File: config.mk
export PLATFORM = sky130hd
export DESIGN_NAME = dpwm_top
export DESIGN_NICKNAME = d
export VERILOG_FILES = /design/src/dpwm_pkg.sv /design/src/dpwm_top.sv
export SDC_FILE = /design/constraint.sdc
export NUM_CORES = 1
export LEC_CHECK = 0
export BUFFER_PORTS_ARGS = -buffer_cell sky130_fd_sc_hd__buf_2
export CAP_MARGIN = 0
export CORE_MARGIN = 2
export CORE_UTILIZATION = 55
export DETAILED_ROUTE_END_ITERATION = 8
export PLACE_DENSITY = 0.72
export RECOVER_POWER = 50
export SLEW_MARGIN = 10
export SYNTH_ARGS = -nofsm -noshare
export SYNTH_HDL_FRONTEND = slang
export SYNTH_SLANG_ARGS = --single-unit
File: constraint.sdc
create_clock -name clk -period 6.4 [get_ports clk]
set_clock_uncertainty 0.15 [all_clocks]
set_input_delay 1.28 -clock clk [delete_from_list [all_inputs] [get_ports clk]]
set_output_delay 1.28 -clock clk [all_outputs]
set_load 0.05 [all_outputs]
File: src/dpwm_pkg.sv
/*
  dpwm_pkg: register map, control field layout, reset values and timing
  constants of the dual pwm timer.
  Assumes an 8-bit register port with a 4-bit address.
*/
package dpwm_pkg;
  localparam int DATA_W = 8;
  localparam int ADDR_W = 4;
  localparam int CNT_W = 10;
  localparam int NCH = 2;
  localparam int PRE_W = 6;
  // register addresses
  localparam logic [3:0] ADDR_PER1_LO = 4'h0;
  localparam logic [3:0] ADDR_PER1_HI = 4'h1;
  localparam logic [3:0] ADDR_DUTY1_LO = 4'h2;
  localparam logic [3:0] ADDR_DUTY1_HI = 4'h3;
  localparam logic [3:0] ADDR_CTRL = 4'h5;
  localparam logic [3:0] ADDR_FLAGS = 4'h6;
  localparam logic [3:0] ADDR_MASK = 4'h7;
  localparam logic [3:0] ADDR_PER2_LO = 4'h8;
  localparam logic [3:0] ADDR_PER2_HI = 4'h9;
  localparam logic [3:0] ADDR_DUTY2_LO = 4'hA;
  localparam logic [3:0] ADDR_DUTY2_HI = 4'hB;
  localparam logic [3:0] ADDR_CNT1_LO = 4'hC;
  localparam logic [3:0] ADDR_CNT1_HI = 4'hD;
  localparam logic [3:0] ADDR_CNT2_LO = 4'hE;
  localparam logic [3:0] ADDR_CNT2_HI = 4'hF;
  // control register fields
  localparam int CTRL_PRE_LSB = 0;
  localparam int CTRL_CEN_LSB = 4;
  localparam int CTRL_OEN_LSB = 6;
  // flag and mask bit of each channel
  localparam int IRQ_BIT_ONE = 4;
  localparam int IRQ_BIT_TWO = 7;
  // reset values
  localparam logic [7:0] CTRL_RST = 8'h00;
  localparam logic [7:0] MASK_RST = 8'h00;
  localparam logic [9:0] PER_RST = 10'h000;
  localparam logic [9:0] DUTY_RST = 10'h000;
  // prescale ratio minus one, per select code
  localparam logic [5:0] PRE_DIV2_M1 = 6'h01;
  localparam logic [5:0] PRE_DIV8_M1 = 6'h07;
  localparam logic [5:0] PRE_DIV32_M1 = 6'h1F;
  localparam logic [5:0] PRE_DIV64_M1 = 6'h3F;
  // sub-steps of one counter increment
  localparam logic [1:0] QTR_LAST = 2'h3;
endpackage : dpwm_pkg

File: src/dpwm_top.sv
/*
  dpwm_top: two 10-bit pwm channels with prescaler, period, duty shadow,
  period flags with mask, behind a plain 8-bit register port.
  Assumes strobes synchronous to clk, one cycle long, never both at once.
*/
// Our own choice: strobed register access.
// What this block does
// - two independent pwm outputs, ten-bit period and duty each
// - each channel has ten-bit up-counter fed through own prescaler
// - counter enable bits 4 and 5 stop their counters when clear
// - counter equal to period clears to zero on next increment
// - period match drives output high unless duty is zero
// - duty copied into duty latch only at period-match clear
// - counter with quarter step reaching latched duty drives output low for the period
// - duty writes accepted anytime, effective only at next match
// - period match sets channel period flag
// - period lasts (period+1) times four clocks times prescale ratio
// - high time lasts duty clocks times prescale ratio
// - prescale select gives 1:2, 1:8, 1:32, 1:64, cleared by reset
// - control bits: oe2, oe1, ce2, ce1, pre2[1:0], pre1[1:0]
// - counters cleared by every reset
// - period flag reaches interrupt only with mask bit set
`timescale 1ns/1ps
module dpwm_top #(
  parameter int CNT_W = dpwm_pkg::CNT_W
) (
  input wire logic clk,
  input wire logic rstn,
  input wire logic [3:0] addr,
  input wire logic [7:0] wr_data,
  input wire logic wr_en,
  input wire logic rd_en,
  output logic [7:0] rd_data,
  output logic pulse_output_one,
  output logic pulse_output_two,
  output logic period_irq_one,
  output logic period_irq_two
);
  localparam int NCH = dpwm_pkg::NCH;

  // only the documented counter width is served
  if (CNT_W != 10) begin : g_bad_width
    $error("dpwm_top: CNT_W must be 10");
  end

  // prescale select code to ratio minus one
  function automatic logic [5:0] pre_limit(input logic [1:0] sel);
    unique case (sel)
      2'h0: pre_limit = dpwm_pkg::PRE_DIV2_M1;
      2'h1: pre_limit = dpwm_pkg::PRE_DIV8_M1;
      2'h2: pre_limit = dpwm_pkg::PRE_DIV32_M1;
      2'h3: pre_limit = dpwm_pkg::PRE_DIV64_M1;
    endcase
  endfunction : pre_limit

  // flag and mask bit position of a channel
  function automatic int irq_bit(input int c);
    irq_bit = (c == 0) ? dpwm_pkg::IRQ_BIT_ONE : dpwm_pkg::IRQ_BIT_TWO;
  endfunction : irq_bit

  logic [7:0] ctrl_q;
  logic [7:0] mask_q;
  logic [NCH-1:0] flag_q;
  logic [NCH-1:0] flag_d;
  logic [NCH-1:0][9:0] per_q;
  logic [NCH-1:0][9:0] duty_q;
  logic [NCH-1:0][9:0] dlat_q;
  logic [NCH-1:0][9:0] dlat_d;
  logic [NCH-1:0][9:0] cnt_q;
  logic [NCH-1:0][9:0] cnt_d;
  logic [NCH-1:0][5:0] pre_q;
  logic [NCH-1:0][5:0] pre_d;
  logic [NCH-1:0][1:0] qtr_q;
  logic [NCH-1:0][1:0] qtr_d;
  logic [NCH-1:0] lvl_q;
  logic [NCH-1:0] lvl_d;
  logic [NCH-1:0] pin_q;
  logic [NCH-1:0] irq_q;
  logic [NCH-1:0] run;
  logic [NCH-1:0] oen;
  logic [NCH-1:0] qtick;
  logic [NCH-1:0] inc;
  logic [NCH-1:0] match;
  logic [NCH-1:0][11:0] fine_next;
  logic [7:0] rd_mux;
  logic [7:0] rd_q;

  // register write decode
  wire wr_ctrl = wr_en && (addr == dpwm_pkg::ADDR_CTRL);
  wire wr_flags = wr_en && (addr == dpwm_pkg::ADDR_FLAGS);
  wire wr_mask = wr_en && (addr == dpwm_pkg::ADDR_MASK);
  wire [NCH-1:0] wr_per_lo = {wr_en && addr == dpwm_pkg::ADDR_PER2_LO,
                              wr_en && addr == dpwm_pkg::ADDR_PER1_LO};
  wire [NCH-1:0] wr_per_hi = {wr_en && addr == dpwm_pkg::ADDR_PER2_HI,
                              wr_en && addr == dpwm_pkg::ADDR_PER1_HI};
  wire [NCH-1:0] wr_duty_lo = {wr_en && addr == dpwm_pkg::ADDR_DUTY2_LO,
                               wr_en && addr == dpwm_pkg::ADDR_DUTY1_LO};
  wire [NCH-1:0] wr_duty_hi = {wr_en && addr == dpwm_pkg::ADDR_DUTY2_HI,
                               wr_en && addr == dpwm_pkg::ADDR_DUTY1_HI};

  // control fields per channel
  assign run = ctrl_q[dpwm_pkg::CTRL_CEN_LSB +: NCH];
  assign oen = ctrl_q[dpwm_pkg::CTRL_OEN_LSB +: NCH];

  // channel time base: prescaler, quarter step, counter, duty level
  // the quarter step gives the factor four on the period while the
  // duty compare sees every prescaler tick, so high time is duty*ratio
  // limitation: a period lowered below the running count lets it wrap at 1024,
  // and a ratio lowered mid-count lets the prescaler run round through 63
  always_comb begin
    for (int c = 0; c < NCH; c++) begin
      qtick[c] = run[c] && (pre_q[c] == pre_limit(ctrl_q[2*c +: 2]));
      inc[c] = qtick[c] && (qtr_q[c] == dpwm_pkg::QTR_LAST);
      match[c] = inc[c] && (cnt_q[c] == per_q[c]);
      if (!run[c]) begin
        pre_d[c] = pre_q[c];
      end else if (qtick[c]) begin
        pre_d[c] = 6'h00;
      end else begin
        pre_d[c] = pre_q[c] + 6'h01;
      end
      qtr_d[c] = qtick[c] ? qtr_q[c] + 2'h1 : qtr_q[c];
      if (match[c]) begin
        cnt_d[c] = 10'h000;
      end else if (inc[c]) begin
        cnt_d[c] = cnt_q[c] + 10'h001;
      end else begin
        cnt_d[c] = cnt_q[c];
      end
      dlat_d[c] = match[c] ? duty_q[c] : dlat_q[c];
      fine_next[c] = {cnt_d[c], qtr_d[c]};
      if (match[c]) begin
        lvl_d[c] = (duty_q[c] != 10'h000);
      end else if (qtick[c] && fine_next[c] == {2'h0, dlat_q[c]}) begin
        lvl_d[c] = 1'b0;
      end else begin
        lvl_d[c] = lvl_q[c];
      end
      // set wins over a write-one clear in the same cycle
      flag_d[c] = match[c] | (flag_q[c] & ~(wr_flags & wr_data[irq_bit(c)]));
    end
  end

  // read mux; unmapped address reads zero
  always_comb begin
    rd_mux = 8'h00;
    unique case (addr)
      dpwm_pkg::ADDR_PER1_LO: rd_mux = per_q[0][7:0];
      dpwm_pkg::ADDR_PER1_HI: rd_mux = {6'h00, per_q[0][9:8]};
      dpwm_pkg::ADDR_DUTY1_LO: rd_mux = duty_q[0][7:0];
      dpwm_pkg::ADDR_DUTY1_HI: rd_mux = {6'h00, duty_q[0][9:8]};
      dpwm_pkg::ADDR_CTRL: rd_mux = ctrl_q;
      dpwm_pkg::ADDR_FLAGS: rd_mux = {flag_q[1], 2'h0, flag_q[0], 4'h0};
      dpwm_pkg::ADDR_MASK: rd_mux = mask_q;
      dpwm_pkg::ADDR_PER2_LO: rd_mux = per_q[1][7:0];
      dpwm_pkg::ADDR_PER2_HI: rd_mux = {6'h00, per_q[1][9:8]};
      dpwm_pkg::ADDR_DUTY2_LO: rd_mux = duty_q[1][7:0];
      dpwm_pkg::ADDR_DUTY2_HI: rd_mux = {6'h00, duty_q[1][9:8]};
      dpwm_pkg::ADDR_CNT1_LO: rd_mux = cnt_q[0][7:0];
      dpwm_pkg::ADDR_CNT1_HI: rd_mux = {6'h00, cnt_q[0][9:8]};
      dpwm_pkg::ADDR_CNT2_LO: rd_mux = cnt_q[1][7:0];
      dpwm_pkg::ADDR_CNT2_HI: rd_mux = {6'h00, cnt_q[1][9:8]};
      default: rd_mux = 8'h00;
    endcase
  end

  // software registers
  always_ff @(posedge clk or negedge rstn) begin
    if (!rstn) begin
      ctrl_q <= dpwm_pkg::CTRL_RST;
      mask_q <= dpwm_pkg::MASK_RST;
      per_q <= '0;
      duty_q <= '0;
    end else begin
      if (wr_ctrl) ctrl_q <= wr_data;
      if (wr_mask) mask_q <= wr_data;
      for (int c = 0; c < NCH; c++) begin
        if (wr_per_lo[c]) per_q[c][7:0] <= wr_data;
        if (wr_per_hi[c]) per_q[c][9:8] <= wr_data[1:0];
        if (wr_duty_lo[c]) duty_q[c][7:0] <= wr_data;
        if (wr_duty_hi[c]) duty_q[c][9:8] <= wr_data[1:0];
      end
    end
  end

  // channel state; every reset clears prescaler and counter
  always_ff @(posedge clk or negedge rstn) begin
    if (!rstn) begin
      pre_q <= '0;
      qtr_q <= '0;
      cnt_q <= '0;
      dlat_q <= '0;
      lvl_q <= '0;
      flag_q <= '0;
    end else begin
      pre_q <= pre_d;
      qtr_q <= qtr_d;
      cnt_q <= cnt_d;
      dlat_q <= dlat_d;
      lvl_q <= lvl_d;
      flag_q <= flag_d;
    end
  end

  // registered pins, interrupts and read data
  always_ff @(posedge clk or negedge rstn) begin
    if (!rstn) begin
      pin_q <= '0;
      irq_q <= '0;
      rd_q <= 8'h00;
    end else begin
      pin_q <= lvl_d & oen;
      // next-state flag, so the line rises in the same cycle as the flag
      for (int c = 0; c < NCH; c++) begin
        irq_q[c] <= flag_d[c] & mask_q[irq_bit(c)];
      end
      rd_q <= rd_en ? rd_mux : 8'h00;
    end
  end

  assign pulse_output_one = pin_q[0];
  assign pulse_output_two = pin_q[1];
  assign period_irq_one = irq_q[0];
  assign period_irq_two = irq_q[1];
  assign rd_data = rd_q;

  // per-channel checks
  for (genvar g = 0; g < NCH; g++) begin : g_chk
    chk_match_clears: assert property (@(posedge clk) disable iff (!rstn)
      match[g] |=> cnt_q[g] == 10'h000)
      else $error("counter not cleared after period match");
    chk_flag_sets: assert property (@(posedge clk) disable iff (!rstn)
      match[g] |=> flag_q[g])
      else $error("period flag not set on match");
    chk_latch_hold: assert property (@(posedge clk) disable iff (!rstn)
      !match[g] |=> $stable(dlat_q[g]))
      else $error("duty latch changed outside period match");
    chk_stop_hold: assert property (@(posedge clk) disable iff (!rstn)
      !run[g] |=> $stable(cnt_q[g]) && $stable(pre_q[g]))
      else $error("stopped counter moved");
    chk_zero_duty: assert property (@(posedge clk) disable iff (!rstn)
      match[g] && duty_q[g] == 10'h000 |=> !lvl_q[g] ##1 !pin_q[g])
      else $error("output rose with zero duty");
    chk_high_start: assert property (@(posedge clk) disable iff (!rstn)
      match[g] && duty_q[g] != 10'h000 |=> lvl_q[g])
      else $error("output not high after period match");
    chk_duty_low: assert property (@(posedge clk) disable iff (!rstn)
      qtick[g] && !match[g] && fine_next[g] == {2'h0, dlat_q[g]} |=> !lvl_q[g])
      else $error("output not low at duty compare");
    chk_tick_only: assert property (@(posedge clk) disable iff (!rstn)
      !inc[g] |=> $stable(cnt_q[g]))
      else $error("counter moved without increment tick");
    chk_pin_gate: assert property (@(posedge clk) disable iff (!rstn)
      !oen[g] |=> !pin_q[g])
      else $error("pin driven with output enable clear");
    // interrupt path: the mask gates, a standing flag keeps the line up
    chk_irq_mask: assert property (@(posedge clk) disable iff (!rstn)
      !mask_q[irq_bit(g)] |=> !irq_q[g])
      else $error("interrupt raised with mask bit clear");
    chk_irq_follow: assert property (@(posedge clk) disable iff (!rstn)
      flag_q[g] && mask_q[irq_bit(g)] && !wr_flags |=> irq_q[g])
      else $error("interrupt dropped while flag and mask stand");
    chk_flag_clear: assert property (@(posedge clk) disable iff (!rstn)
      wr_flags && wr_data[irq_bit(g)] && !match[g] |=> !flag_q[g])
      else $error("flag not cleared by a write of one");
    chk_flag_keep: assert property (@(posedge clk) disable iff (!rstn)
      !flag_q[g] && !match[g] |=> !flag_q[g])
      else $error("flag set without a period match");
    // duty path: the latch takes the written duty, a low level holds
    chk_latch_take: assert property (@(posedge clk) disable iff (!rstn)
      match[g] |=> dlat_q[g] == $past(duty_q[g]))
      else $error("duty latch missed the written duty");
    chk_low_hold: assert property (@(posedge clk) disable iff (!rstn)
      !lvl_q[g] && !match[g] |=> !lvl_q[g])
      else $error("output rose away from a period match");
    chk_pin_follow: assert property (@(posedge clk) disable iff (!rstn)
      oen[g] |=> pin_q[g] == lvl_q[g])
      else $error("enabled pin differs from channel level");
    // time base: prescaler restarts on a tick, four ticks per step
    chk_tick_restart: assert property (@(posedge clk) disable iff (!rstn)
      qtick[g] |=> pre_q[g] == 6'h00)
      else $error("prescaler not restarted after tick");
    chk_step_wrap: assert property (@(posedge clk) disable iff (!rstn)
      inc[g] |=> qtr_q[g] == 2'h0)
      else $error("quarter step not wrapped at counter increment");
  end

  // read data only in the cycle after a read strobe
  chk_read_slot: assert property (@(posedge clk) disable iff (!rstn)
    !rd_en |=> rd_data == 8'h00)
    else $error("read data outside read slot");

  // control writes land at once and read back in the next cycle
  chk_ctrl_take: assert property (@(posedge clk) disable iff (!rstn)
    wr_ctrl |=> ctrl_q == $past(wr_data))
    else $error("control register missed a write");
  chk_ctrl_read: assert property (@(posedge clk) disable iff (!rstn)
    rd_en && addr == dpwm_pkg::ADDR_CTRL |=> rd_data == $past(ctrl_q))
    else $error("control read returned a stale value");
endmodule : dpwm_top

After elaboration in Yosys (flattened, before gate mapping)
Index checks and enable logic that the tools add are counted.
{"block": "word_totals", "register_bits": 128, "in_bits": 16, "out_inout_bits": 12, "wordCells": 108}
{"block": "classes", "addsub": 6, "eq_ne": 28, "n_mux": 16, "bitwise": 11, "reduce_logical": 24}
{"op": "8-bit case mux with 15 select lines", "n": 1}
{"op": "6-bit case mux with 4 select lines", "n": 2}
{"op": "10-bit 2-to-1 mux", "n": 4}
{"op": "4-bit equality test (second input constant)", "n": 8}
{"op": "12-bit by 10-bit equality test with 1-bit output", "n": 2}
{"op": "10-bit by 1-bit adder with 10-bit output (second input constant)", "n": 2}
{"op": "10-bit equality test", "n": 2}
{"op": "10-bit nonzero test", "n": 2}
{"op": "1-bit logical AND", "n": 19}
{"op": "6-bit by 1-bit adder with 6-bit output (second input constant)", "n": 2}
{"op": "2-bit equality test (second input constant)", "n": 6}
{"op": "4-bit by 3-bit equality test with 1-bit output (second input constant)", "n": 3}
{"op": "6-bit equality test", "n": 2}
{"op": "6-bit 2-to-1 mux", "n": 2}
{"op": "4-bit by 2-bit equality test with 1-bit output (second input constant)", "n": 2}
{"op": "8-bit 2-to-1 mux", "n": 1}
{"op": "1-bit AND", "n": 6}
{"op": "2-bit by 1-bit adder with 2-bit output (second input constant)", "n": 2}
{"op": "2-bit by 1-bit equality test with 1-bit output (second input constant)", "n": 2}
{"op": "4-bit by 1-bit equality test with 1-bit output (second input constant)", "n": 1}
{"op": "2-bit zero test", "n": 2}
{"op": "4-bit zero test", "n": 1}
{"op": "1-bit 2-to-1 mux", "n": 4}
{"op": "2-bit 2-to-1 mux", "n": 2}
{"op": "3 further kinds", "n": 5}

Depth between registers and ports, before layout
Gate-level depths: netlist of run 1.
{"block": "depth", "depth_word": 12, "mapped_depth": 11, "ltp_nobuf": 9}

Worst setup path after synthesis of run 1
OpenSTA, ideal clock, no wires.
{"block": "synth_timing", "path_type": "input to register", "from": "input addr[1]", "to": "register mask_q[2]", "setup_ns": 0.125, "arrival_time_ns": 2.687, "t_required_ns": 6.125, "setup_slack_ns": 3.438, "stages": 5, "path_buffers": 2, "cell_sequence": "clkbuf_1 clkbuf_1 nand2_1 nor2_1 mux2_2"}
{"block": "synth_between", "elab_chain_len": 2}
{"element": "start, declared", "line_no": "dpwm_top.sv:29", "text": "input wire logic [3:0] addr,"}
{"element": "4-bit by 3-bit equality test with 1-bit output", "line_no": "dpwm_top.sv:91", "text": "wire wr_mask = wr_en && (addr == dpwm_pkg::ADDR_MASK);"}
{"element": "1-bit logical AND", "line_no": "dpwm_top.sv:91"}
{"element": "end signal, assigned", "line_no": "dpwm_top.sv:171", "text": "mask_q <= dpwm_pkg::MASK_RST;"}
{"element": "end signal, assigned", "line_no": "dpwm_top.sv:176", "text": "if (wr_mask) mask_q <= wr_data;"}
{"element": "end, declared", "line_no": "dpwm_top.sv:62", "text": "logic [7:0] mask_q;"}
Every way passes these cells.
A chain may end at the register's enable or synchronous reset.

==> run_results.csv, run 1 <==
group,metric,value,unit
outcome,run_status,"finished with violations",
outcome,violations,"capacitance limit, slew limit",
layout,drive_gt1_frac,0.164,
global_route,gr-total-overflow,0,
cts,cts_max_level,4,
worst_setup_path,cp_max_fo,70,
routing,dr.pass1.iters,5,
layout,fin_cells,939,
cts,cts-root-buf,"clkbuf_16",
pwr,irDropWorstVdd,0.275,mV
cts,clk_pin_slew_worst_paths,60,ps
timing,fin_crit,4260,ps
placed_design,placedCellCount,907,
worst_setup_path,critPathTopFamily,"buffers and inverters",
floorplanning,dieArea,14100,µm²
cts,cts_buffers,17,
worst_setup_path,endpoint_kind,"async pin",
worst_setup_path,worst_ep_arrival_time,4540,ps
yosys,synth_cell_types,70,
cts,cts-resized-gates,0,
layout,area_delta_synth_final,10.6,%
timing,post-route-period-util,0.665,
floorplanning,fp.dieH,119,µm
routing,wl,20400,µm
yosys,synth_warnings,0,
flow_run,cap_violations,1,
yosys,ys_seq_area_frac,0.442,
timing,tightestPinTransition,3190,ps
timing,fmax,235,MHz
pwr,power.total,2.68,mW
worst_setup_path,slowest_delay,2210,ps
pwr,power.static_leakage,3.40,nW
cts,post_cts_buffers,0,
timing,whs,350,ps
worst_setup_path,r2r_end,"pin_q[1]",
yosys,synthCells,751,
cts,cts_buffer_depth,2,
global_route,grtUsageTotal,0.301,
global_route,grt_pass1_wl,32700,µm
timing,finalSetupViolCount,0,
yosys,synth_ff_type,"dfrtp_1",
layout,diodes,0,
timing,finalHoldViolations,0,
hold_path,hold_path_depth,2,
worst_setup_path,cp_slowest_cell,"clkbuf_1",
worst_setup_path,cp-startpoint,"rstn",
timing,rsz0062_at_grt,"no",
global_route,grt_max_degree,71,
cts,cts_sinks,128,
yosys,ys_ff_latch,128,
floorplanning,io_pins,28,
placed_design,place.gp.congestion,0.982,
hold_path,hold_path.startpoint,"flag_q[0]",
worst_setup_path,r2r_start,"cnt_q[17]",
worst_setup_path,r2r_setup_slack,2730,ps
placed_design,hpwl,14500,µm
floorplanning,core_area,12700,µm²
floorplanning,start_util,0.570,
floorplanning,die_x,119,µm
global_route,antenna_found_initial,0,
worst_setup_path,cp-start-kind,"primary input",
global_route,grt_pass1_vias,5765,
routing,drt_iter0_markers,796,
worst_setup_path,crit_required,6680,ps
worst_setup_path,reg2reg_depth,8,
pwr,powerDensity,334,nW/µm²
routing,vias,6023,
routing,drc_errors,0,
worst_setup_path,critPathKind,"in2async",
routing,wire_per_inst,21.8,µm
timing,slew_viol_final,60,
yosys,synth_area,7250,µm²
yosys,synth_edf_count,0,
worst_setup_path,path_buf_inv,2,
timing,maxSlewHeadroom,-1.12,
yosys,syn_nets,773,
routing,routed_via_density,6.41,
yosys,synth_area_per_cell,9.66,µm²
worst_setup_path,cp_cell_sequence,"clkbuf_1 -> buf_4",
cts,postCtsHoldBufs,0,
cts,clock_latency,430,ps
cts,tritoncts,"done",
floorplanning,core.rowCount,41,
hold_path,min_to,"flag_q[0]",
layout,nets,776,
timing,tns,0,ps
placed_design,port_buffers,27,
routing,antenna_left,0,
yosys,ys_async_sr_fraction,1.00,
hold_path,hold_path.class,"reg2reg",
## sequential cells by signal, summed over array words and instances (netlist names)
| name | flops |
|---|---|
| lvl_q | 2 |
| mask_q | 8 |
| per_q | 20 |
| pre_q | 12 |
| rd_data | 8 |
| flag_q | 2 |
| pin_q | 2 |
| dlat_q | 20 |
| irq_q | 2 |
| duty_q | 20 |
| qtr_q | 4 |
| cnt_q | 20 |
| ctrl_q | 8 |
## metrics by stage
step           utilization  cell area [µm²]  setup WS [ps]
4_1_cts              0.634             8060           2770
5_1_grt              0.631             8020           1450
6_report             0.631             8020           2140
2_1_floorplan            -             7250           3440
3_3_place_gp         0.584             7430           2920
3_5_place_dp         0.584             7430           2850
## power breakdown
| group | internal, mW | switching [mW] | total [mW] |
|---|---|---|---|
| registers | 0.949 | 0.189 | 1.14 |
| clock network | 0.664 | 0.369 | 1.03 |
| logic | 0.232 | 0.278 | 0.510 |
| total | 1.85 | 0.836 | 2.68 |
## worst max-delay path by stage
stage / end / slack, ps / cells after the start
global route: cnt_q[13] / 1450 / 2
finish: cnt_q[13] / 2140 / 2
floorplan: mask_q[2] / 3440 / 5
global placement: pin_q[1] / 2920 / 8
detailed placement: pin_q[1] / 2850 / 8
CTS: pin_q[1] / 2770 / 8
## Yosys cell counts, drive strengths merged, types with 3 or more instances
library cell	n	share of area
a22o	6	0.0072
o21ai	39	0.027
a22oi	11	0.011
nand4b	3	0.0036
a32oi	3	0.0036
a211oi	8	0.0083
and2	7	0.0060
a31oi	9	0.0078
o22ai	7	0.0060
xor2	33	0.040
or4	4	0.0047
inv	18	0.0093
mux2i	15	0.021
or2	4	0.0035
nor4	14	0.015
a21oi	23	0.016
nor2	59	0.031
or3	7	0.0060
nand2	85	0.044
nor3	9	0.0069
dfrtp	128	0.44
nor2b	10	0.0086
ha	6	0.010
nand4	9	0.0078
buf	18	0.012
clkbuf	28	0.014
a211o	3	0.0036
xnor2	5	0.0060
mux2	70	0.11
nand3	33	0.023
nand2b	19	0.016
and3	8	0.0069
o31ai	10	0.010
o311ai	4	0.0048
## cell type report
type                       count  area, µm²
fill                        1094       4700
multi-input combinational    559       3770
sequential                   128       3200
clock buffer                  20        447
tap                          172        215
clock inverter                12        183
timing repair buffer          30        136
inverter                      18       67.6
## cell usage in the layout (no fill, tap or decap), types with 18 or more instances in the layout
master | netlist | routed
o21ai_0 | 39 | 39
nand2_1 | 85 | 85
inv_1 | 18 | 18
mux2_2 | 70 | 70
dfrtp_1 | 128 | 128
a21oi_1 | 23 | 23
nand3_1 | 32 | 32
xor2_1 | 33 | 33
nor2_1 | 59 | 59
nand2b_1 | 19 | 19
## cells by family (layout without fill, tap and decap cells)
group,Yosys count,after routing,share of synthesized area
flip-flops,128,128,0.442
XOR/XNOR,38,38,0.0459
multiplexers,86,86,0.133
buffers and inverters,64,80,0.0362
adder cells (fa/ha/maj),6,6,0.0104
AO/OA/AOI/OAI,152,152,0.144
AND/OR/NAND/NOR,277,277,0.190
## worst min-delay path, cell delays in order, from the launching register on
cell and delay (ps):
dfrtp_1 340, nand2_1 50, nand2_1 70
## layer usage
| layer | share of wire | up-vias | track usage |
|---|---|---|---|
| met4 | 0.025 | 0 | 0.0885 |
| met3 | 0.092 | 49 | 0.0857 |
| met1 | 0.45 | 2963 | 0.456 |
| met2 | 0.43 | 288 | 0.420 |
| li1 | - | 2723 | - |
| met5 | 0 | - | 0 |
(Power assumes the default switching activity.)
==> run 2: changes to the inputs <==
==> constraint.sdc (replaced) <==
create_clock -name clk -period 4.1 [get_ports clk]
set_clock_uncertainty 0.15 [all_clocks]
set_input_delay 0.82 -clock clk [delete_from_list [all_inputs] [get_ports clk]]
set_output_delay 0.82 -clock clk [all_outputs]
set_load 0.05 [all_outputs]
==> run_results.csv, run 2 (same netlist as run 1, synthesis figures left out) <==
group,metric,value,unit
outcome,run_status,"finished with violations",
outcome,violations,"capacitance limit, slew limit",
routing,drt_iter0_markers,652,
pwr,power.static_leakage,3.49,nW
global_route,use_met2,0.419,
timing,tightestPinTransition,2960,ps
layout,area_delta_synth_final,11.5,%
worst_setup_path,slowest_delay,680,ps
global_route,top_usage_layer,"met1",
worst_setup_path,cp-startpoint,"cnt_q[16]",
worst_setup_path,path_buf_inv,0,
timing,fmax,286,MHz
cts,cts_max_level,4,
pwr,powerDensity,511,nW/µm²
routing,vias,6130,
floorplanning,io_pins,28,
cts,cts_sinks,128,
worst_setup_path,endpoint_kind,"register",
global_route,gr-total-overflow,0,
timing,maxSlewHeadroom,-0.970,
timing,slew_viol_final,53,
routing,wire_per_inst,21.4,µm
timing,finalHoldViolations,0,
worst_setup_path,r2r_end,"pin_q[1]",
cts,cts-resized-gates,0,
worst_setup_path,r2r_start,"cnt_q[16]",
cts,postCtsHoldBufs,0,
global_route,grt_pass1_wl,32700,µm
cts,cts-root-buf,"clkbuf_16",
cts,clk_pin_slew_worst_paths,60,ps
layout,layout_commonest_cell,"dfrtp_1",
worst_setup_path,crit_required,4240,ps
floorplanning,core.rowCount,41,
timing,rsz0062_at_grt,"no",
layout,nets,782,
global_route,grtUsageTotal,0.299,
routing,routed_via_density,6.49,
worst_setup_path,cp-start-kind,"register",
timing,post-route-period-util,0.851,
timing,finalSetupViolCount,0,
layout,diodes,0,
cts,tritoncts,"done",
routing,antenna_left,0,
flow_run,cap_violations,1,
routing,wl,20200,µm
global_route,use_met3,0.0829,
cts,cts_buffers,17,
global_route,antenna_found_initial,0,
routing,dr.pass1.iters,5,
worst_setup_path,crit_cells,8,
worst_setup_path,cp_slowest_cell,"and3_1",
cts,clock_latency,430,ps
floorplanning,start_util,0.570,
timing,tns,0,ps
layout,final_cell_mix,"128 x dfrtp_1, 85 x nand2_1, 70 x mux2_2",
floorplanning,fp.dieH,119,µm
worst_setup_path,critPathKind,"reg2reg",
global_route,grt_pass1_vias,5936,
floorplanning,core_area,12700,µm²
floorplanning,die_x,119,µm
pwr,power.total,4.13,mW
layout,drive_gt1_frac,0.193,
worst_setup_path,cpMostUsedCell,"nor4_1",
timing,fin_crit,3490,ps
hold_path,hold_path.class,"reg2reg",
worst_setup_path,cp_cell_sequence,"xor2_1 -> nor4_1 -> and3_1 -> o21ai_0 -> a221o_1 -> a2111o_1 -> nor4_1 -> a211oi_1",
worst_setup_path,cp_max_fo,19,
worst_setup_path,worst_ep_arrival_time,3630,ps
placed_design,hpwl,14400,µm
worst_setup_path,crit_path_end,"pin_q[1]",
worst_setup_path,r2r_setup_slack,610,ps
cts,cts_buffer_depth,2,
placed_design,place.gp.congestion,0.952,
worst_setup_path,reg2reg_depth,8,
routing,drc_errors,0,
global_route,grt_use_met1,0.447,
pwr,irDropWorstVdd,0.341,mV
worst_setup_path,critPathTopFamily,"simple AND/OR/NAND/NOR gates",
placed_design,port_buffers,27,
global_route,grt_max_degree,77,
cts,post_cts_buffers,0,
floorplanning,dieArea,14100,µm²
==> run 2: changes by cell type in the layout (fill, tap and decap cells not counted) <==
cell / change
nor3_1: -1
or4_1: -1
buf_4: +6
bufinv_16: -1
clkinv_2: +1
or2_2: +1
nor3_2: +1
buf_2: +13
clkbuf_1: -14
buf_12: +1
or2_0: -1
or4_4: +1
==> run 2: how the worst min path moves through the flow <==
stage | startpoint | to | slack, ps | cells after the start
floorplan | flag_q[0] | flag_q[0] | 310 | 2
global placement | mask_q[5] | mask_q[5] | 330 | 1
detailed placement | pre_q[6] | pre_q[6] | 340 | 1
CTS | rstn | qtr_q[1] | 320 | 1
global route | mask_q[7] | irq_q[1] | 380 | 1
finish | mask_q[5] | mask_q[5] | 350 | 1
==> run 2: layout make-up <==
| type | instances | area, µm² |
|---|---|---|
| clock buffer | 20 | 447 |
| clock inverter | 12 | 158 |
| fill | 1093 | 4640 |
| inverter | 18 | 67.6 |
| multi-input combinational | 559 | 3780 |
| sequential | 128 | 3200 |
| tap | 172 | 215 |
| timing repair buffer | 36 | 214 |
==> run 2: stage by stage <==
stage          worst slack, ps  instance area [µm²]  hold WS [ps]  cells  utilization
2_1_floorplan             1400                 7250           307    751            -
3_3_place_gp               837                 7490           332    913        0.589
3_5_place_dp               730                 7490           340    913        0.589
4_1_cts                    685                 8090           322    945        0.636
5_1_grt                    347                 8080           383    945        0.635
6_report                   610                 8080           352    945        0.635
==> run 2: report_power, final <==
group          switching [mW]  leakage (nW)  internal, mW
clock                   0.577         0.287         0.974
combinational           0.445          1.54         0.370
sequential              0.283          1.66          1.48
total                    1.30          3.49          2.83
==> run 2: worst register-to-register path: stages (launching register included) <==
cell and delay (ps):
dfrtp_1 530, xor2_1 210, nor4_1 320, and3_1 680, o21ai_0 210, a221o_1 400
a2111o_1 300, nor4_1 420, a211oi_1 140
==> run 2: per-layer routing <==
layer | wire [µm] | part of all wire
met4 | 321 | 0.016
met2 | 8860 | 0.44
met1 | 9110 | 0.45
met3 | 1960 | 0.097
met5 | 0 | 0
==> run 3: changes to the inputs <==
--- a/config.mk
+++ b/config.mk
@@ -7,6 +7,7 @@
 export LEC_CHECK = 0
 export BUFFER_PORTS_ARGS = -buffer_cell sky130_fd_sc_hd__buf_2
 export CAP_MARGIN = 0
+export CORE_ASPECT_RATIO = 1.75
 export CORE_MARGIN = 2
 export CORE_UTILIZATION = 55
 export DETAILED_ROUTE_END_ITERATION = 8
==> run_results.csv, run 3 (same netlist as run 1, synthesis figures left out) <==
group,metric,value,unit
outcome,run_status,"finished with violations",
outcome,violations,"capacitance limit, slew limit",
timing,finalHoldViolations,0,
routing,wire_per_inst,24.3,µm
floorplanning,io_pins,28,
floorplanning,start_util,0.561,
timing,whs,355,ps
worst_setup_path,r2r_end,"pin_q[1]",
cts,cts_sinks,128,
timing,fmax,284,MHz
global_route,grt_pass1_wl,35700,µm
timing,fin_ws,585,ps
routing,wl,23100,µm
floorplanning,die_x,90.8,µm
routing,drc_errors,0,
pwr,irDropWorstVdd,0.401,mV
hold_path,hold_path.startpoint,"dlat_q[0]",
global_route,grt_max_degree,81,
pwr,power.total,4.21,mW
global_route,gr-total-overflow,0,
worst_setup_path,r2r_start,"pre_q[9]",
layout,diodes,0,
cts,cts_buffer_depth,2,
routing,drt_iter0_markers,507,
cts,tritoncts,"done",
placed_design,port_buffers,27,
worst_setup_path,cp_max_fo,11,
worst_setup_path,crit_required,4240,ps
layout,fillers,1112,
hold_path,hold_path_depth,2,
floorplanning,core_area,12900,µm²
worst_setup_path,cp-start-kind,"register",
timing,finalSetupViolCount,0,
timing,fin_crit,3510,ps
layout,drive_gt1_frac,0.204,
worst_setup_path,critPathKind,"reg2reg",
timing,tightestPinTransition,2010,ps
placed_design,dp_worst_setup_slack,791,ps
cts,cts_buffers,17,
timing,tns,0,ps
routing,vias,6239,
worst_setup_path,r2r_setup_slack,590,ps
cts,clock_latency,420,ps
global_route,grtUsageTotal,0.335,
layout,final_cell_mix,"128 x dfrtp_1, 85 x nand2_1, 70 x mux2_2",
routing,dr.pass1.iters,7,
layout,regArea,3200,µm²
routing,routed_via_density,6.55,
layout,nets,790,
timing,post-route-period-util,0.857,
routing,antenna_left,0,
placed_design,place.gp.congestion,0.981,
cts,postCtsHoldBufs,0,
placed_design,hpwl,17100,µm
floorplanning,dieArea,14200,µm²
cts,cts_max_level,4,
cts,cts-resized-gates,0,
layout,multi_input_area,3790,µm²
worst_setup_path,endpoint_kind,"register",
layout,area_delta_synth_final,12.3,%
cts,clk_pin_slew_worst_paths,70,ps
worst_setup_path,reg2reg_depth,9,
layout,layout_commonest_cell,"dfrtp_1",
flow_run,cap_violations,1,
cts,cts-root-buf,"clkbuf_16",
pwr,powerDensity,517,nW/µm²
pwr,power.static_leakage,3.53,nW
floorplanning,core.rowCount,55,
worst_setup_path,worst_ep_arrival_time,3650,ps
hold_path,min_to,"dlat_q[0]",
floorplanning,fp.dieH,156,µm
global_route,antenna_found_initial,0,
cts,post_cts_buffers,0,
timing,slew_viol_final,81,
timing,maxSlewHeadroom,-0.337,
hold_path,hold_path.class,"reg2reg",
timing,rsz0062_at_grt,"no",
global_route,grt_pass1_vias,6422,
[run 3: power breakdown]
group / switching (mW) / internal [mW] / leakage, nW
Clock: 0.616 / 0.986 / 0.290
Combinational: 0.457 / 0.374 / 1.57
Sequential: 0.300 / 1.48 / 1.66
[run 3: worst max-delay path by stage]
stage                     startpoint          to  slack, ps  depth (start not counted)
after global placement      qtr_q[2]    pin_q[1]        860                          8
after detailed placement    pre_q[9]    pin_q[1]        790                          8
final                       pre_q[9]    pin_q[1]        590                          9
after floorplan             pre_q[9]    pin_q[1]       1400                          9
after global routing            rstn  rd_data[1]        260                          2
after CTS                   pre_q[9]    pin_q[1]        760                          8
[run 3: final cells by class]
class	instances	share of cell area
inverters	18	0.00829
repair buffers	44	0.0315
clock inverters	13	0.0215
flip-flops and latches	128	0.393
multi-input cells	559	0.465
well taps	171	0.0263
clock buffers	19	0.0544
[run 3: metrics by stage]
| stage | utilization | cells | cell area (µm²) |
|---|---|---|---|
| after floorplan | - | 751 | 7250 |
| after global placement | 0.583 | 920 | 7550 |
| after detailed placement | 0.583 | 920 | 7550 |
| after CTS | 0.631 | 952 | 8170 |
| after global routing | 0.630 | 952 | 8150 |
| final | 0.630 | 952 | 8150 |
[run 3: critical path, stage by stage (launching register included)]
cell	delay [ps]
dfrtp_1	470
nor4_2	330
a41oi_1	100
a211oi_1	300
clkbuf_1	560
nand3_1	570
a21boi_0	320
o32ai_1	100
nor4_1	360
a211oi_1	120
[run 3: layer usage]
layer	global-route usage	up-vias	share of wire
li1	-	2752	-
met1	0.334	3089	0.34
met2	0.622	295	0.54
met3	0.0473	103	0.044
met4	0.249	0	0.084
met5	0	-	0
